**config.mk**
```make
export PLATFORM = sky130hd
export DESIGN_NAME = cuc_command_unit
export DESIGN_NICKNAME = d
export VERILOG_FILES = /design/src/cuc_pkg.sv /design/src/cuc_irq_status.sv /design/src/cuc_command_unit.sv
export VERILOG_INCLUDE_DIRS = /design/src
export SDC_FILE = /design/constraint.sdc
export NUM_CORES = 1
export LEC_CHECK = 0
export ABC_AREA = 1
export BUFFER_PORTS_ARGS = -buffer_cell sky130_fd_sc_hd__buf_2
export CAP_MARGIN = 25
export CORE_MARGIN = 8
export CORE_UTILIZATION = 47
export DETAILED_ROUTE_END_ITERATION = 16
export HOLD_SLACK_MARGIN = 0.02
export PLACE_DENSITY = 0.88
export SYNTH_ARGS = -nofsm -noshare
export SYNTH_HDL_FRONTEND = slang
export SYNTH_SLANG_ARGS = --single-unit
```
**constraint.sdc**
```tcl
create_clock -name clock_in -period 4.5 [get_ports clock_in]
set_input_delay 0.225 -clock clock_in [delete_from_list [all_inputs] [get_ports clock_in]]
set_output_delay 0.225 -clock clock_in [all_outputs]
set_load 0.01 [all_outputs]
```
**src/cuc_regs.svh**
```systemverilog
/*
  Constants of the command unit control block: command byte fields and
  codes, acknowledge bit positions and reset values.
  Assumes it is included by the package only, by its bare name.
*/
`ifndef CUC_REGS_SVH
`define CUC_REGS_SVH

// ==========================================================
// Command byte
`define CUC_CMD_LSB 0
`define CUC_CMD_MSB 3
`define CUC_CMD_NOP 4'h0
`define CUC_CMD_START 4'h1
`define CUC_CMD_RESUME 4'h2
`define CUC_CMD_RST 8'h00

// ==========================================================
// Acknowledge byte and status
`define CUC_ACK_DONE_BIT 7
`define CUC_ACK_LEFT_BIT 5
`define CUC_STATUS_RST 2'h0

// ==========================================================
// Pointers
`define CUC_PTR_RST 32'h00000000

`endif

```
**src/cuc_pkg.sv**
```systemverilog
/*
  Types shared by the command unit control block and its status module.
  Assumes cuc_regs.svh is on the include path.
*/
package cuc_pkg;
  `include "cuc_regs.svh"

  // ==========================================================
  // Types
  typedef enum logic [1:0] {cuc_idle, cuc_suspended, cuc_active} cuc_state_t;
  typedef enum logic [1:0] {cuc_fetch, cuc_wait_block, cuc_wait_reread} cuc_phase_t;
  typedef enum logic [1:0] {cuc_kind_none, cuc_kind_start, cuc_kind_resume, cuc_kind_bad} cuc_kind_t;

  typedef struct packed {
    logic end_of_list_flag;
    logic suspend_flag;
    logic [31:0] link;
  } cuc_block_info_t;

  typedef struct packed {
    logic rx_end_of_frame;
    logic buffer_prefetch;
    logic tx_dma_done;
    logic action_done;
    logic counter_dump;
  } cuc_prio_t;

  typedef struct packed {
    logic left_active;
    logic block_done;
  } cuc_events_t;

  // ==========================================================
  // Command decode
  function automatic cuc_kind_t cuc_decode(input logic [7:0] cmd_byte);
    logic [3:0] field;
    field = cmd_byte[`CUC_CMD_MSB:`CUC_CMD_LSB];
    if (field == `CUC_CMD_NOP) begin
      return cuc_kind_none;
    end else if (field == `CUC_CMD_START) begin
      return cuc_kind_start;
    end else if (field == `CUC_CMD_RESUME) begin
      return cuc_kind_resume;
    end
    return cuc_kind_bad;
  endfunction : cuc_decode
endpackage : cuc_pkg

```
**src/cuc_irq_status.sv**
```systemverilog
/*
  Sticky interrupt status with host acknowledge and an active-low line.
  Assumes events are one-cycle pulses on the same clock.
*/
module cuc_irq_status import cuc_pkg::*; (
  input wire logic clock_in,
  input wire logic rst_n_in,
  input wire cuc_events_t event_in,
  input wire logic ack_wr_in,
  input wire logic [7:0] ack_byte_in,
  output cuc_events_t status_out,
  output logic irq_line_n_out
);
  cuc_events_t ack_mask;
  cuc_events_t next_status;

  // ==========================================================
  // Status update: a new event wins over a same-cycle acknowledge
  always_comb begin
    ack_mask.left_active = ack_wr_in & ack_byte_in[`CUC_ACK_LEFT_BIT];
    ack_mask.block_done = ack_wr_in & ack_byte_in[`CUC_ACK_DONE_BIT];
    next_status = (status_out & ~ack_mask) | event_in; // RULE_02
  end

  always_ff @(posedge clock_in) begin
    if (!rst_n_in) begin
      status_out <= `CUC_STATUS_RST; // RULE_20
    end else begin
      status_out <= next_status;
    end
  end

  // Line follows the next status so it is released (goes high) in the acknowledge cycle
  always_ff @(posedge clock_in) begin
    if (!rst_n_in) begin
      irq_line_n_out <= 1'b1;
    end else begin
      irq_line_n_out <= ~|next_status; // RULE_03
    end
  end
endmodule : cuc_irq_status

```
**src/cuc_command_unit.sv**
```systemverilog
/*
  Command unit control state machine: accepts list start and resume
  commands, walks the action_list block by block and raises events.
  Assumes a fetch engine answers block and re-read requests, and that the
  host writes the command byte only while it reads zero.
*/
// Contract
// RULE_01 - Host acknowledges serviced events by writing ones
// RULE_02 - Acknowledge write clears matching status bits immediately
// RULE_03 - Interrupt line released only when status empty
// RULE_04 - Three states, idle after reset
// RULE_05 - End-of-list completion: idle, both events
// RULE_06 - Suspend flag only: suspended, left-active event
// RULE_07 - No flags: stay active, fetch next block
// RULE_08 - Accept: read command, clear byte, act
// RULE_09 - Acceptance waits for higher-priority work
// RULE_10 - Keep pending start and resume flags
// RULE_11 - Host issues start only when idle/suspended
// RULE_12 - Start loads pointer from general pointer
// RULE_13 - Start from idle/suspended goes active
// RULE_14 - Resume uses stored link, no link re-read
// RULE_15 - Resume re-reads suspend flag, may resuspend
// RULE_16 - Resume while active re-checks suspend flag
// RULE_17 - Resume while idle is ignored
// RULE_18 - Suspended keeps next link address
// RULE_19 - Host waits for cleared byte between commands
// RULE_20 - Reset clears state, flags and status
module cuc_command_unit import cuc_pkg::*; (
  input wire logic clock_in,
  input wire logic rst_n_in,
  input wire logic cmd_wr_in,
  input wire logic [7:0] cmd_byte_in,
  input wire logic [31:0] gen_ptr_in,
  input wire cuc_prio_t prio_busy_in,
  input wire logic ack_wr_in,
  input wire logic [7:0] ack_byte_in,
  input wire logic block_done_in,
  input wire cuc_block_info_t block_info_in,
  input wire logic reread_done_in,
  input wire logic reread_suspend_in,
  output logic [7:0] cmd_byte_out,
  output logic block_req_out,
  output logic [31:0] block_addr_out,
  output logic reread_req_out,
  output logic [31:0] reread_addr_out,
  output cuc_state_t unit_state_out,
  output logic pending_start_flag_out,
  output logic pending_resume_flag_out,
  output logic left_active_event_out,
  output logic block_done_event_out,
  output cuc_events_t int_status_out,
  output logic irq_line_n_out
);
  cuc_phase_t phase;
  cuc_kind_t kind;
  logic [31:0] next_ptr;
  logic [31:0] cur_addr;
  logic accept;
  logic acc_start;
  logic acc_resume_susp;
  logic acc_resume_act;
  logic blk_end;
  logic reread_end;
  logic recheck;
  logic fetch_now;
  cuc_events_t events;

  // ==========================================================
  // Acceptance decode
  always_comb begin
    kind = cuc_decode(cmd_byte_out); // RULE_08
    accept = (cmd_byte_out != `CUC_CMD_RST) && (prio_busy_in == '0); // RULE_09
    // Start while active has no defined action and is dropped
    acc_start = accept && (kind == cuc_kind_start) && (unit_state_out != cuc_active); // RULE_13
    acc_resume_susp = accept && (kind == cuc_kind_resume) && (unit_state_out == cuc_suspended); // RULE_17
    acc_resume_act = accept && (kind == cuc_kind_resume) && (unit_state_out == cuc_active)
      && (phase != cuc_wait_reread);
    blk_end = (unit_state_out == cuc_active) && (phase == cuc_wait_block) && block_done_in;
    reread_end = (unit_state_out == cuc_active) && (phase == cuc_wait_reread) && reread_done_in;
    recheck = blk_end && !block_info_in.end_of_list_flag && block_info_in.suspend_flag
      && (pending_resume_flag_out || acc_resume_act); // RULE_16
    fetch_now = (unit_state_out == cuc_active) && (phase == cuc_fetch);
  end

  // ==========================================================
  // Command byte: cleared on acceptance, host writes only when clear
  always_ff @(posedge clock_in) begin
    if (!rst_n_in) begin
      cmd_byte_out <= `CUC_CMD_RST;
    end else if (accept) begin
      cmd_byte_out <= `CUC_CMD_RST; // RULE_08
    end else if (cmd_wr_in && (cmd_byte_out == `CUC_CMD_RST)) begin
      cmd_byte_out <= cmd_byte_in; // RULE_19
    end
  end

  // ==========================================================
  // Unit state and phase
  always_ff @(posedge clock_in) begin
    if (!rst_n_in) begin
      unit_state_out <= cuc_idle; // RULE_04
      phase <= cuc_fetch;
    end else begin
      unique case (unit_state_out)
        cuc_idle: begin
          if (acc_start) begin
            unit_state_out <= cuc_active; // RULE_13
            phase <= cuc_fetch;
          end
        end
        cuc_suspended: begin
          if (acc_start) begin
            unit_state_out <= cuc_active; // RULE_13
            phase <= cuc_fetch;
          end else if (acc_resume_susp) begin
            unit_state_out <= cuc_active; // RULE_15
            phase <= cuc_wait_reread;
          end
        end
        cuc_active: begin
          unique case (phase)
            cuc_fetch: begin
              phase <= cuc_wait_block;
            end
            cuc_wait_block: begin
              if (block_done_in) begin
                if (block_info_in.end_of_list_flag) begin
                  unit_state_out <= cuc_idle; // RULE_05
                  phase <= cuc_fetch;
                end else if (recheck) begin
                  phase <= cuc_wait_reread; // RULE_16
                end else if (block_info_in.suspend_flag) begin
                  unit_state_out <= cuc_suspended; // RULE_06
                  phase <= cuc_fetch;
                end else begin
                  phase <= cuc_fetch; // RULE_07
                end
              end
            end
            default: begin
              if (reread_done_in) begin
                if (reread_suspend_in) begin
                  unit_state_out <= cuc_suspended; // RULE_15
                end
                phase <= cuc_fetch;
              end
            end
          endcase
        end
        default: begin
          unit_state_out <= cuc_idle;
          phase <= cuc_fetch;
        end
      endcase
    end
  end

  // ==========================================================
  // Pointers: the link is kept across a suspension
  always_ff @(posedge clock_in) begin
    if (!rst_n_in) begin
      next_ptr <= `CUC_PTR_RST;
      cur_addr <= `CUC_PTR_RST;
    end else begin
      if (acc_start) begin
        next_ptr <= gen_ptr_in; // RULE_12
      end else if (blk_end) begin
        next_ptr <= block_info_in.link; // RULE_18
      end
      if (fetch_now) begin
        cur_addr <= next_ptr;
      end
    end
  end

  // ==========================================================
  // Pending request flags
  always_ff @(posedge clock_in) begin
    if (!rst_n_in) begin
      pending_start_flag_out <= 1'b0; // RULE_20
      pending_resume_flag_out <= 1'b0;
    end else begin
      if (acc_start) begin
        pending_start_flag_out <= 1'b1; // RULE_10
      end else if (fetch_now) begin
        pending_start_flag_out <= 1'b0;
      end
      if (blk_end) begin
        pending_resume_flag_out <= 1'b0; // RULE_10
      end else if (acc_resume_act) begin
        pending_resume_flag_out <= 1'b1; // RULE_16
      end
    end
  end

  // ==========================================================
  // Requests to the fetch engine
  always_ff @(posedge clock_in) begin
    if (!rst_n_in) begin
      block_req_out <= 1'b0;
      block_addr_out <= `CUC_PTR_RST;
      reread_req_out <= 1'b0;
      reread_addr_out <= `CUC_PTR_RST;
    end else begin
      block_req_out <= fetch_now; // RULE_07
      if (fetch_now) begin
        block_addr_out <= next_ptr; // RULE_12
      end
      // Only the suspend flag is re-read; the link stays in next_ptr
      reread_req_out <= acc_resume_susp || recheck; // RULE_14
      if (acc_resume_susp || recheck) begin
        reread_addr_out <= cur_addr;
      end
    end
  end

  // ==========================================================
  // Events
  always_ff @(posedge clock_in) begin
    if (!rst_n_in) begin
      left_active_event_out <= 1'b0;
      block_done_event_out <= 1'b0;
    end else begin
      left_active_event_out <= (blk_end && (block_info_in.end_of_list_flag
        || block_info_in.suspend_flag) && !recheck) || (reread_end && reread_suspend_in); // RULE_06
      block_done_event_out <= blk_end && block_info_in.end_of_list_flag; // RULE_05
    end
  end

  always_comb begin
    events.left_active = left_active_event_out;
    events.block_done = block_done_event_out;
  end

  cuc_irq_status u_irq (
    .clock_in(clock_in),
    .rst_n_in(rst_n_in),
    .event_in(events),
    .ack_wr_in(ack_wr_in),
    .ack_byte_in(ack_byte_in),
    .status_out(int_status_out),
    .irq_line_n_out(irq_line_n_out)
  );
endmodule : cuc_command_unit

```
Yosys cells after proc, flatten, opt, wreduce, memory -nomap -nowiden
Index checks and enable logic that the tools add are counted.
{"block": "op_classes", "reduce_logical": 40, "bitwise": 6, "eq_ne": 19, "muxes": 30}
{"operator": "32-bit 2-to-1 mux", "n": 2}
{"operator": "2-bit 2-to-1 mux", "n": 19}
{"operator": "1-bit logical AND", "n": 20}
{"operator": "2-bit one-hot mux with 3 select lines", "n": 2}
{"operator": "8-bit logical NOT", "n": 1}
{"operator": "2-bit != test, second input constant", "n": 4}
{"operator": "4-bit != test, second input constant", "n": 2}
{"operator": "2-bit one-hot mux with 2 select lines", "n": 2}
{"operator": "8-bit AND reduction", "n": 1}
{"operator": "8-bit nonzero test", "n": 1}
{"operator": "2-bit by 1-bit equality test with 1-bit output, second input constant", "n": 3}
{"operator": "2-bit equality test, second input constant", "n": 3}
{"operator": "3-bit by 2-bit != test with 1-bit output, second input constant", "n": 2}
{"operator": "3-bit != test, second input constant", "n": 2}
{"operator": "2-bit OR reduction", "n": 3}
{"operator": "5-bit logical NOT", "n": 1}
{"operator": "1-bit 2-to-1 mux", "n": 5}
{"operator": "4-bit by 1-bit equality test with 1-bit output, second input constant", "n": 1}
{"operator": "4-bit by 2-bit equality test with 1-bit output, second input constant", "n": 1}
{"operator": "2-bit logical NOT", "n": 2}
{"operator": "4-bit logical NOT", "n": 1}
{"operator": "1-bit logical OR", "n": 4}
{"operator": "4-bit by 2-bit != test with 1-bit output, second input constant", "n": 1}
{"operator": "4-bit AND reduction", "n": 1}
{"operator": "other kinds (7)", "n": 11}
{"block": "word_totals", "register_bits": 117, "output_inout_bits": 83}

Longest topological paths before layout
Gate-level depths: netlist of the first run.
{"block": "depth", "depth_word": 16, "depth_mapped": 12, "mapped_depth_nobuf": 12}

By module
A second synthesis of the first run with hierarchy kept.
{"block": "hier_totals", "cells_unflattened": 609, "area_unflattened_um2": 4504.3}
{"mod": "cuc_command_unit", "cells_each": 597, "seq_area_each_um2": 2282.2, "area_each_um2": 4400.5, "n_inst": 1}
{"mod": "cuc_irq_status", "cells_each": 12, "seq_area_each_um2": 60.1, "area_each_um2": 103.8, "n_inst": 1}

Worst setup path after synthesis of the first run
OpenSTA, ideal clock, no wires.
{"block": "synth_timing", "path_type": "reg2reg", "start": "reg unit_state_out[0]", "end": "reg unit_state_out[0]", "setup_slack_ns": 2.711, "arrival_ns": 1.725, "stages_incl_launch_ff": 13, "cell_sequence": "dfxtp_1 inv_1 ha_1 inv_2 nand3_1 nor2_1 nand3_2 nand2_1 nor2_1 nor2_1 and2_1 nor2_1 nor2_1"}
{"block": "synth_via", "elab_chain_len": 8, "elab_cells_between_ends": 25, "classes_between": "eq/ne (11); mux (2); reduce/logical (12)"}
{"element": "from (decl)", "line": "cuc_command_unit.sv:46", "rtl": "output cuc_state_t unit_state_out,"}
{"element": "from (signal assigned)", "line": "cuc_command_unit.sv:101", "rtl": "unit_state_out <= cuc_idle;"}
{"element": "from (signal assigned)", "line": "cuc_command_unit.sv:107", "rtl": "unit_state_out <= cuc_active;"}
{"element": "from (signal assigned)", "line": "cuc_command_unit.sv:113", "rtl": "unit_state_out <= cuc_active;"}
{"element": "2-bit equality test", "line": "cuc_command_unit.sv:76, cuc_command_unit.sv:78, cuc_command_unit.sv:104"}
{"element": "1-bit logical AND (2 in a row)", "line": "cuc_command_unit.sv:78", "rtl": "blk_end = (unit_state_out == cuc_active) && (phase == cuc_wait_block) && block_done_in;"}
{"element": "1-bit logical AND (2 in a row)", "line": "cuc_command_unit.sv:80", "rtl": "recheck = blk_end && !block_info_in.end_of_list_flag && block_info_in.suspend_flag"}
{"element": "1-bit logical AND", "line": "cuc_command_unit.sv:81", "rtl": "&& (pending_resume_flag_out || acc_resume_act);"}
{"element": "4-bit != test (no line)"}
{"element": "8-bit AND reduction (no line)"}
Parallel ways exist; a longest one is shown, timed or not.
A chain may end at the register's enable or synchronous reset.

Final worst setup path of the first run
{"block": "layout_timing", "start": "reg unit_state_out[0]", "end": "reg next_ptr[26]"}
{"block": "layout_via", "elab_chain_len": 4, "elab_cells_between_ends": 7, "classes_between": "eq/ne (2); mux (1); reduce/logical (4)"}
{"element": "2-bit equality test", "line": "cuc_command_unit.sv:78"}
{"element": "1-bit logical AND (2 in a row)", "line": "cuc_command_unit.sv:78"}
{"element": "2-bit nonzero test (no line)"}
{"element": "to (signal assigned)", "line": "cuc_command_unit.sv:162", "rtl": "next_ptr <= `CUC_PTR_RST;"}
{"element": "to (signal assigned)", "line": "cuc_command_unit.sv:166", "rtl": "next_ptr <= gen_ptr_in;"}
{"element": "to (signal assigned)", "line": "cuc_command_unit.sv:168", "rtl": "next_ptr <= block_info_in.link;"}
{"element": "to (decl)", "line": "cuc_command_unit.sv:56", "rtl": "logic [31:0] next_ptr;"}
Parallel ways exist; a longest one is shown, timed or not.

==> results of run 1 <==
[power breakdown]
group	switching, W	leakage [nW]	internal [W]
logic	0.000424	2.17	0.000254
clock network	0.000495	0.292	0.000906
registers	0.000101	0.948	0.00116
total	0.00102	3.41	0.00232
[cell usage after synthesis, drive strengths merged]
cell	count	area [um2]
buf	10	57.55
o21ai	71	355.3
nand3	45	235.2
and2	1	6.260
ha	4	50.05
inv	30	112.6
a31oi	32	200.2
clkbuf	26	97.59
a21oi	7	35.03
dfxtp	117	2342
nand3b	1	7.510
o211ai	4	30.03
nand4	1	6.260
nand2	94	357.8
a22oi	1	7.510
clkinv	1	3.750
nor3	3	20.02
nor2	159	606.8
[sequential cells by signal (all words and copies together) (netlist names)]
name,flops
phase,2
cmd_byte_out,8
block_addr_out,32
reread_req_out,1
u_irq.irq_line_n_out,1
block_req_out,1
left_active_event_out,1
u_irq.status_out,2
reread_addr_out,32
block_done_event_out,1
unit_state_out,2
pending_start_flag_out,1
pending_resume_flag_out,1
next_ptr,32
[critical path: stages, from the launching register on]
cell and delay, ns:
sky130_fd_sc_hd__dfxtp_1 0.40, sky130_fd_sc_hd__inv_1 0.09, sky130_fd_sc_hd__ha_1 0.28, sky130_fd_sc_hd__inv_2 0.13, sky130_fd_sc_hd__nand3_1 0.10, sky130_fd_sc_hd__nor2_1 0.12, sky130_fd_sc_hd__nand3_2 0.08, sky130_fd_sc_hd__buf_4 0.27
sky130_fd_sc_hd__inv_2 0.51, sky130_fd_sc_hd__nand2_1 0.14, sky130_fd_sc_hd__a31oi_1 0.21, sky130_fd_sc_hd__dlygate4sd3_1 0.59
[stage by stage]
stage | hold slack, ns | cells | utilization | instance area, um2 | worst slack (ns)
after global placement | 0.4640 | 879 | 0.5693 | 5436 | 1.789
after CTS | 0.03503 | 980 | 0.7064 | 6745 | 1.278
final | 0.05780 | 981 | 0.7093 | 6773 | 1.496
after floorplan | 0.3673 | 607 | - | 4532 | 2.711
after global routing | 0.05482 | 981 | 0.7093 | 6773 | 1.270
after detailed placement | 0.4720 | 879 | 0.5693 | 5436 | 1.687
[layer usage]
metal  vias up  wire (um)  track usage
met5         -          0            0
met3        44       1202      0.06593
met2       260       8218       0.4428
met1      2350       6022       0.2410
li1       2444          -            -
met4         0        523       0.1304
[cell usage in the layout, fill, tap and decap left out]
cell                              n
sky130_fd_sc_hd__buf_2          170
sky130_fd_sc_hd__nand3_1         43
sky130_fd_sc_hd__nor3_1           1
sky130_fd_sc_hd__nor2_2           1
sky130_fd_sc_hd__buf_16           1
sky130_fd_sc_hd__clkinv_2         1
sky130_fd_sc_hd__o21ai_1          4
sky130_fd_sc_hd__clkbuf_8         1
sky130_fd_sc_hd__nand3_2          2
sky130_fd_sc_hd__a22oi_1          1
sky130_fd_sc_hd__nand2_2          2
sky130_fd_sc_hd__nand3b_1         1
sky130_fd_sc_hd__nand4_1          1
sky130_fd_sc_hd__inv_6            3
sky130_fd_sc_hd__inv_1           25
sky130_fd_sc_hd__clkinv_4         3
sky130_fd_sc_hd__buf_4            5
sky130_fd_sc_hd__bufinv_16        4
sky130_fd_sc_hd__nor2_4           1
sky130_fd_sc_hd__o21ai_0         67
sky130_fd_sc_hd__dlygate4sd3_1   69
sky130_fd_sc_hd__nand2_1         92
sky130_fd_sc_hd__o211ai_1         4
sky130_fd_sc_hd__a21oi_1          7
sky130_fd_sc_hd__clkinv_1         1
sky130_fd_sc_hd__clkbuf_16       16
sky130_fd_sc_hd__dfxtp_1        117
sky130_fd_sc_hd__ha_1             4
sky130_fd_sc_hd__clkbuf_1         1
sky130_fd_sc_hd__a31oi_1         32
sky130_fd_sc_hd__inv_2            5
sky130_fd_sc_hd__clkinvlp_4       3
sky130_fd_sc_hd__nor3_2           2
sky130_fd_sc_hd__nor2_1         157
sky130_fd_sc_hd__and2_1           1
[final cells by class]
cell class	count	area (um2)
multi-input combinational	423	1923
clock buffer	18	417.9
tap	133	166.4
clock inverter	14	200.2
inverter	31	116.4
timing repair buffer	245	1607
fill	712	2776
sequential	117	2342
[worst paths after layout]
path / from / end / slack (ns) / depth (start not counted)
worst max-delay path: unit_state_out[0]$_SDFFE_PN0P_ / next_ptr[26]$_SDFFE_PN0P_ / 1.50 / 11
worst min-delay path: cmd_byte_in[5] / cmd_byte_out[5]$_SDFFE_PP0P_ / 0.06 / 5
worst max register to register: unit_state_out[0]$_SDFFE_PN0P_ / next_ptr[26]$_SDFFE_PN0P_ / 1.50 / 11
worst min register to register: next_ptr[12]$_SDFFE_PN0P_ / block_addr_out[12]$_SDFFE_PN0P_ / 0.49 / 2
[logic make-up (layout without fill, tap and decap cells)]
| family | Yosys count | in the layout | share of synthesized area |
|---|---|---|---|
| adders and majority gates | 4 | 4 | 0.01104 |
| AOI/OAI and AO/OA | 115 | 115 | 0.1386 |
| DFF | 117 | 117 | 0.5168 |
| buffers and inverters | 67 | 308 | 0.05991 |
| and+or+nand+nor | 304 | 304 | 0.2736 |
[repair_timing]
action	in CTS	in global routing
buffers inserted	0	0
hold buffers	69	0
hold endpoints to repair	37	0
gates resized for setup	0	0
==> run summary, run 1 <==
Max transition margin = 0.5483
kind of end point of the critical path = register
distinct cell type count of the synthesized netlist = 26
std cell rows = 36
number of global-route vias before repair = 5142
setup repair after global routing missed its margin = false
starting density of the core = 0.4746
Yosys warning total = 0
area growth from synthesis to layout = 49.45%
CP required = 4.93 ns
Lkg Pwr = 3.409 nW
CTS tree = done
boundary pin count = 177
synthesized flop and latch total = 117
largest net degree at the start of global routing = 70
setup TNS = 0 ns
maximum clock frequency = 332.9 MHz
Synth Instances = 607
number of clock sinks seen by CTS = 117
chip width = 114.2 um
number of detailed-routing iterations run before antenna repair = 5
routed wire length = 15.97 mm
clock-pin transition on the worst setup and hold timing paths = 0.06 ns
Buffers on Ports = 170
synthesized area = 4532 um2
Slew Limit Fails = 0
clock buffer count from CTS = 17
highest fanout seen on the critical path = 36
Design Power = 0.003337 W
type of the most critical hold path = input port to register
Remaining Overflow, GRT = 0
deepest level of the CTS H-tree = 4
Max Cap Viol = 0
antenna violations before repair = 0
Min Clock Period, post-route = 3.004 ns
die height = 114.2 um
overall track demand over capacity in global routing = 0.2407
WS Path Type = register to register
Clock Skew = 0.01381 ns
first-pass GRT wire length = 24.95 mm
full die area = 13040 um2
number of routed nets with antenna violations = 0
sequential area share after synthesis = 0.5168
buffers from clock root to sink, at most = 2
overall via count from detail_route = 5098
run status = finished clean
final setup violating endpoints = 0
number of DRC violations after detailed routing = 0
Post-Syn Nets = 705
worst endpoint data arrival time = 3.43 ns
CTS root buf = sky130_fd_sc_hd__clkbuf_8
Worst Tran Pin Value = 0.6765 ns
Hold Fails Final Rpt = 0
kind of launch point of the worst setup path = register
final period utilization = 0.6675
peak supply drop = 0.0003242 V
power per standard cell area = 492.7 nW/um2
clk_lat worst skew = 0.50 ns
placeable core region = 9549 um2
final-stage net count = 933
proportion of layout cells with a drive suffix above 1 = 0.2594
final RePlAce weighted congestion = 0.8176
Antenna diodes = 0
syn_area_per_cell = 7.466 um2
Routed wire per std cell = 16.28 um
placed wire-length estimate after detailed placement = 9.041 mm
DRC marker count from the first detailed-route iteration = 431
via density per instance = 5.197
Power figures use the tool's default switching activity.
==> run 2: changes to the inputs <==
Settings changed: CORE_UTILIZATION 47 to 44, PLACE_DENSITY 0.88 to 0.86.
Clock period 4.5 ns to 2.7 ns, I/O delays scaled along.
==> run 2 against run 1 <==
Die area increased by 5.8%. Critical path depth decreased by 1. Non-clock buffer count up 14. Fmax up 17%. Clock skew fell by 0.0037 ns. Power increased by 69%. Critical path type unchanged. Largest power group unchanged.
==> run summary, run 2 (synthesis results as in run 1) <==
highest fanout seen on the critical path = 22
Min Clock Period, post-route = 2.572 ns
clk_lat worst skew = 0.50 ns
largest registers = block_addr_out x32, next_ptr x32, reread_addr_out x32
placed wire-length estimate after detailed placement = 9.410 mm
placeable core region = 10180 um2
proportion of power drawn by flip-flops and latches = 0.369
capturing point of the worst reg2reg path = next_ptr[31]$_SDFFE_PN0P_
Power Internal = 0.003969 W
CTS tree = done
CTS root buf = sky130_fd_sc_hd__clkbuf_8
commonest non-fill, non-tap cell in the layout = sky130_fd_sc_hd__buf_2
first-pass GRT wire length = 26.14 mm
Worst Tran Pin Value = 0.7214 ns
DP Area = 5485 um2
Setup WS post-layout = 0.1279 ns
hold path startpoint = reread_done_in
DRC marker count from the first detailed-route iteration = 510
stage delay of the slowest cell on the critical path = 0.55 ns
highest-count cells in the layout ignoring fill and taps = sky130_fd_sc_hd__buf_2 (170), sky130_fd_sc_hd__nor2_1 (157), sky130_fd_sc_hd__dfxtp_1 (117)
proportion of layout cells with a drive suffix above 1 = 0.2613
final-stage net count = 947
Setup Buffers After CTS = 0
switching power share of the total = 0.2983
number of cells on the worst hold path = 4
number of detailed-routing iterations run before antenna repair = 7
final period utilization = 0.9526
Clock Skew = 0.01008 ns
final core utilization = 0.6799
setup slack of the most critical reg-to-reg path = 0.13 ns
Lkg Pwr = 3.410 nW
number of DRC violations after detailed routing = 0
power per standard cell area = 816.8 nW/um2
die height = 117.5 um
Sw Pwr = 0.001687 W
routed wire length = 16.28 mm
origin of the worst setup path = unit_state_out[0]$_SDFFE_PN0P_
starting density of the core = 0.4450
Max transition margin = 0.5185
maximum clock frequency = 388.8 MHz
most prevalent standard cell on the critical path = sky130_fd_sc_hd__nand3_1
overall track demand over capacity in global routing = 0.2297
Slew Limit Fails = 0
combinational group share of total power = 0.210
number of clock sinks seen by CTS = 117
pre-CTS setup slack = 0.3852 ns
WS Path Type = register to register
clock buffer count from CTS = 17
boundary pin count = 177
area growth from synthesis to layout = 52.79%
Hold Fails Final Rpt = 0
antenna violations before repair = 5
RR Startpoint = unit_state_out[0]$_SDFFE_PN0P_
number of global-route vias before repair = 5271
setup repair after global routing missed its margin = false
overall via count from detail_route = 5206
Remaining Overflow, GRT = 0
peak supply drop = 0.0004514 V
Max Cap Viol = 0
Buffers on Ports = 170
run status = finished clean
top cell family by delay on the critical path = buffers and inverters
final setup violating endpoints = 0
count of buffer and inverter cells on the critical path = 4
Final Cell Area = 6924 um2
via density per instance = 5.196
chip width = 117.5 um
deepest level of the CTS H-tree = 4
setup TNS = 0 ns
Clock power frac = 0.421
buffers from clock root to sink, at most = 2
cell with the largest stage delay on the worst path = sky130_fd_sc_hd__dlygate4sd3_1
kind of end point of the critical path = register
final RePlAce weighted congestion = 0.8471
std cell rows = 37
CP required = 3.09 ns
number of routed nets with antenna violations = 0
clock-pin transition on the worst setup and hold timing paths = 0.06 ns
Routed wire per std cell = 16.25 um
kind of launch point of the worst setup path = register
worst endpoint data arrival time = 2.96 ns
full die area = 13800 um2
count of cells along the worst register-to-register path = 10
type of the most critical hold path = input port to register
critical path, cell by cell = inv_1, ha_1, inv_2, nand3_1, nor2_1, nand3_4, buf_4, nand3_1, a31oi_1, dlygate4sd3_1
hold-critical path endpoint = left_active_event_out$_SDFF_PN0_
largest net degree at the start of global routing = 69
## run 2: cell count changes in the layout (fill, tap and decap cells not counted), moves of 2 or more
cell	previous run	this run
sky130_fd_sc_hd__diode_2	0	5
sky130_fd_sc_hd__dlygate4sd3_1	69	78
sky130_fd_sc_hd__nand3_4	0	2
sky130_fd_sc_hd__nand3_2	2	0
sky130_fd_sc_hd__buf_4	5	11
sky130_fd_sc_hd__inv_6	3	1
sky130_fd_sc_hd__clkinv_2	1	3
## run 2: worst max-delay path by stage
stage / end / cells past startpoint
final: next_ptr[31]$_SDFFE_PN0P_ / 10
after global routing: next_ptr[31]$_SDFFE_PN0P_ / 10
after CTS: next_ptr[18]$_SDFFE_PN0P_ / 8
after detailed placement: next_ptr[22]$_SDFFE_PN0P_ / 10
after global placement: next_ptr[30]$_SDFFE_PN0P_ / 10
after floorplan: unit_state_out[0]$_SDFFE_PN0P_ / 12
## run 2: worst register-to-register path, stage by stage (launching register included)
cell                            delay [ns]
sky130_fd_sc_hd__dfxtp_1              0.39
sky130_fd_sc_hd__inv_1                0.09
sky130_fd_sc_hd__ha_1                 0.30
sky130_fd_sc_hd__inv_2                0.13
sky130_fd_sc_hd__nand3_1              0.10
sky130_fd_sc_hd__nor2_1               0.20
sky130_fd_sc_hd__nand3_4              0.23
sky130_fd_sc_hd__buf_4                0.31
sky130_fd_sc_hd__nand3_1              0.10
sky130_fd_sc_hd__a31oi_1              0.07
sky130_fd_sc_hd__dlygate4sd3_1        0.55
## run 2: stage by stage
step                      hold WS, ns  cells  total power [W]
after global routing          0.07723   1002         0.005931
after global placement         0.3725    888         0.003151
after floorplan                0.2773    607         0.002738
after detailed placement       0.3807    888         0.003174
after CTS                     0.02449    997         0.005634
final                         0.05881   1002         0.005656
## run 2: area by class of cell
type	count	area, um2
fill	792	3261
sequential	117	2342
multi-input combinational	423	1938
timing repair buffer	259	1714
clock buffer	18	417.9
clock inverter	13	206.4
tap	136	170.2
inverter	31	122.6
antenna	5	12.51
## run 2: power groups by stage
stage / registers, W / logic, W / clock network [W]
after floorplan: 0.00218 / 0.000562 / 0
after global placement: 0.00211 / 0.00104 / 0
after detailed placement: 0.00211 / 0.00107 / 0
after CTS: 0.00208 / 0.00115 / 0.00240
after global routing: 0.00211 / 0.00132 / 0.00250
final: 0.00209 / 0.00119 / 0.00238
## run 2: layer usage
layer,routed length [um],up-vias,global-route usage
li1,-,2483,-
met1,6375,2372,0.2549
met2,7995,293,0.3880
met3,1290,58,0.05995
met4,618,0,0.1385
met5,0,-,0
## run 2: what timing repair did
action | CTS | global route
resized for setup | 0 | 4
endpoints found under the setup margin | 0 | 11
endpoints found under the hold margin | 45 | 0
hold buffers | 78 | 0
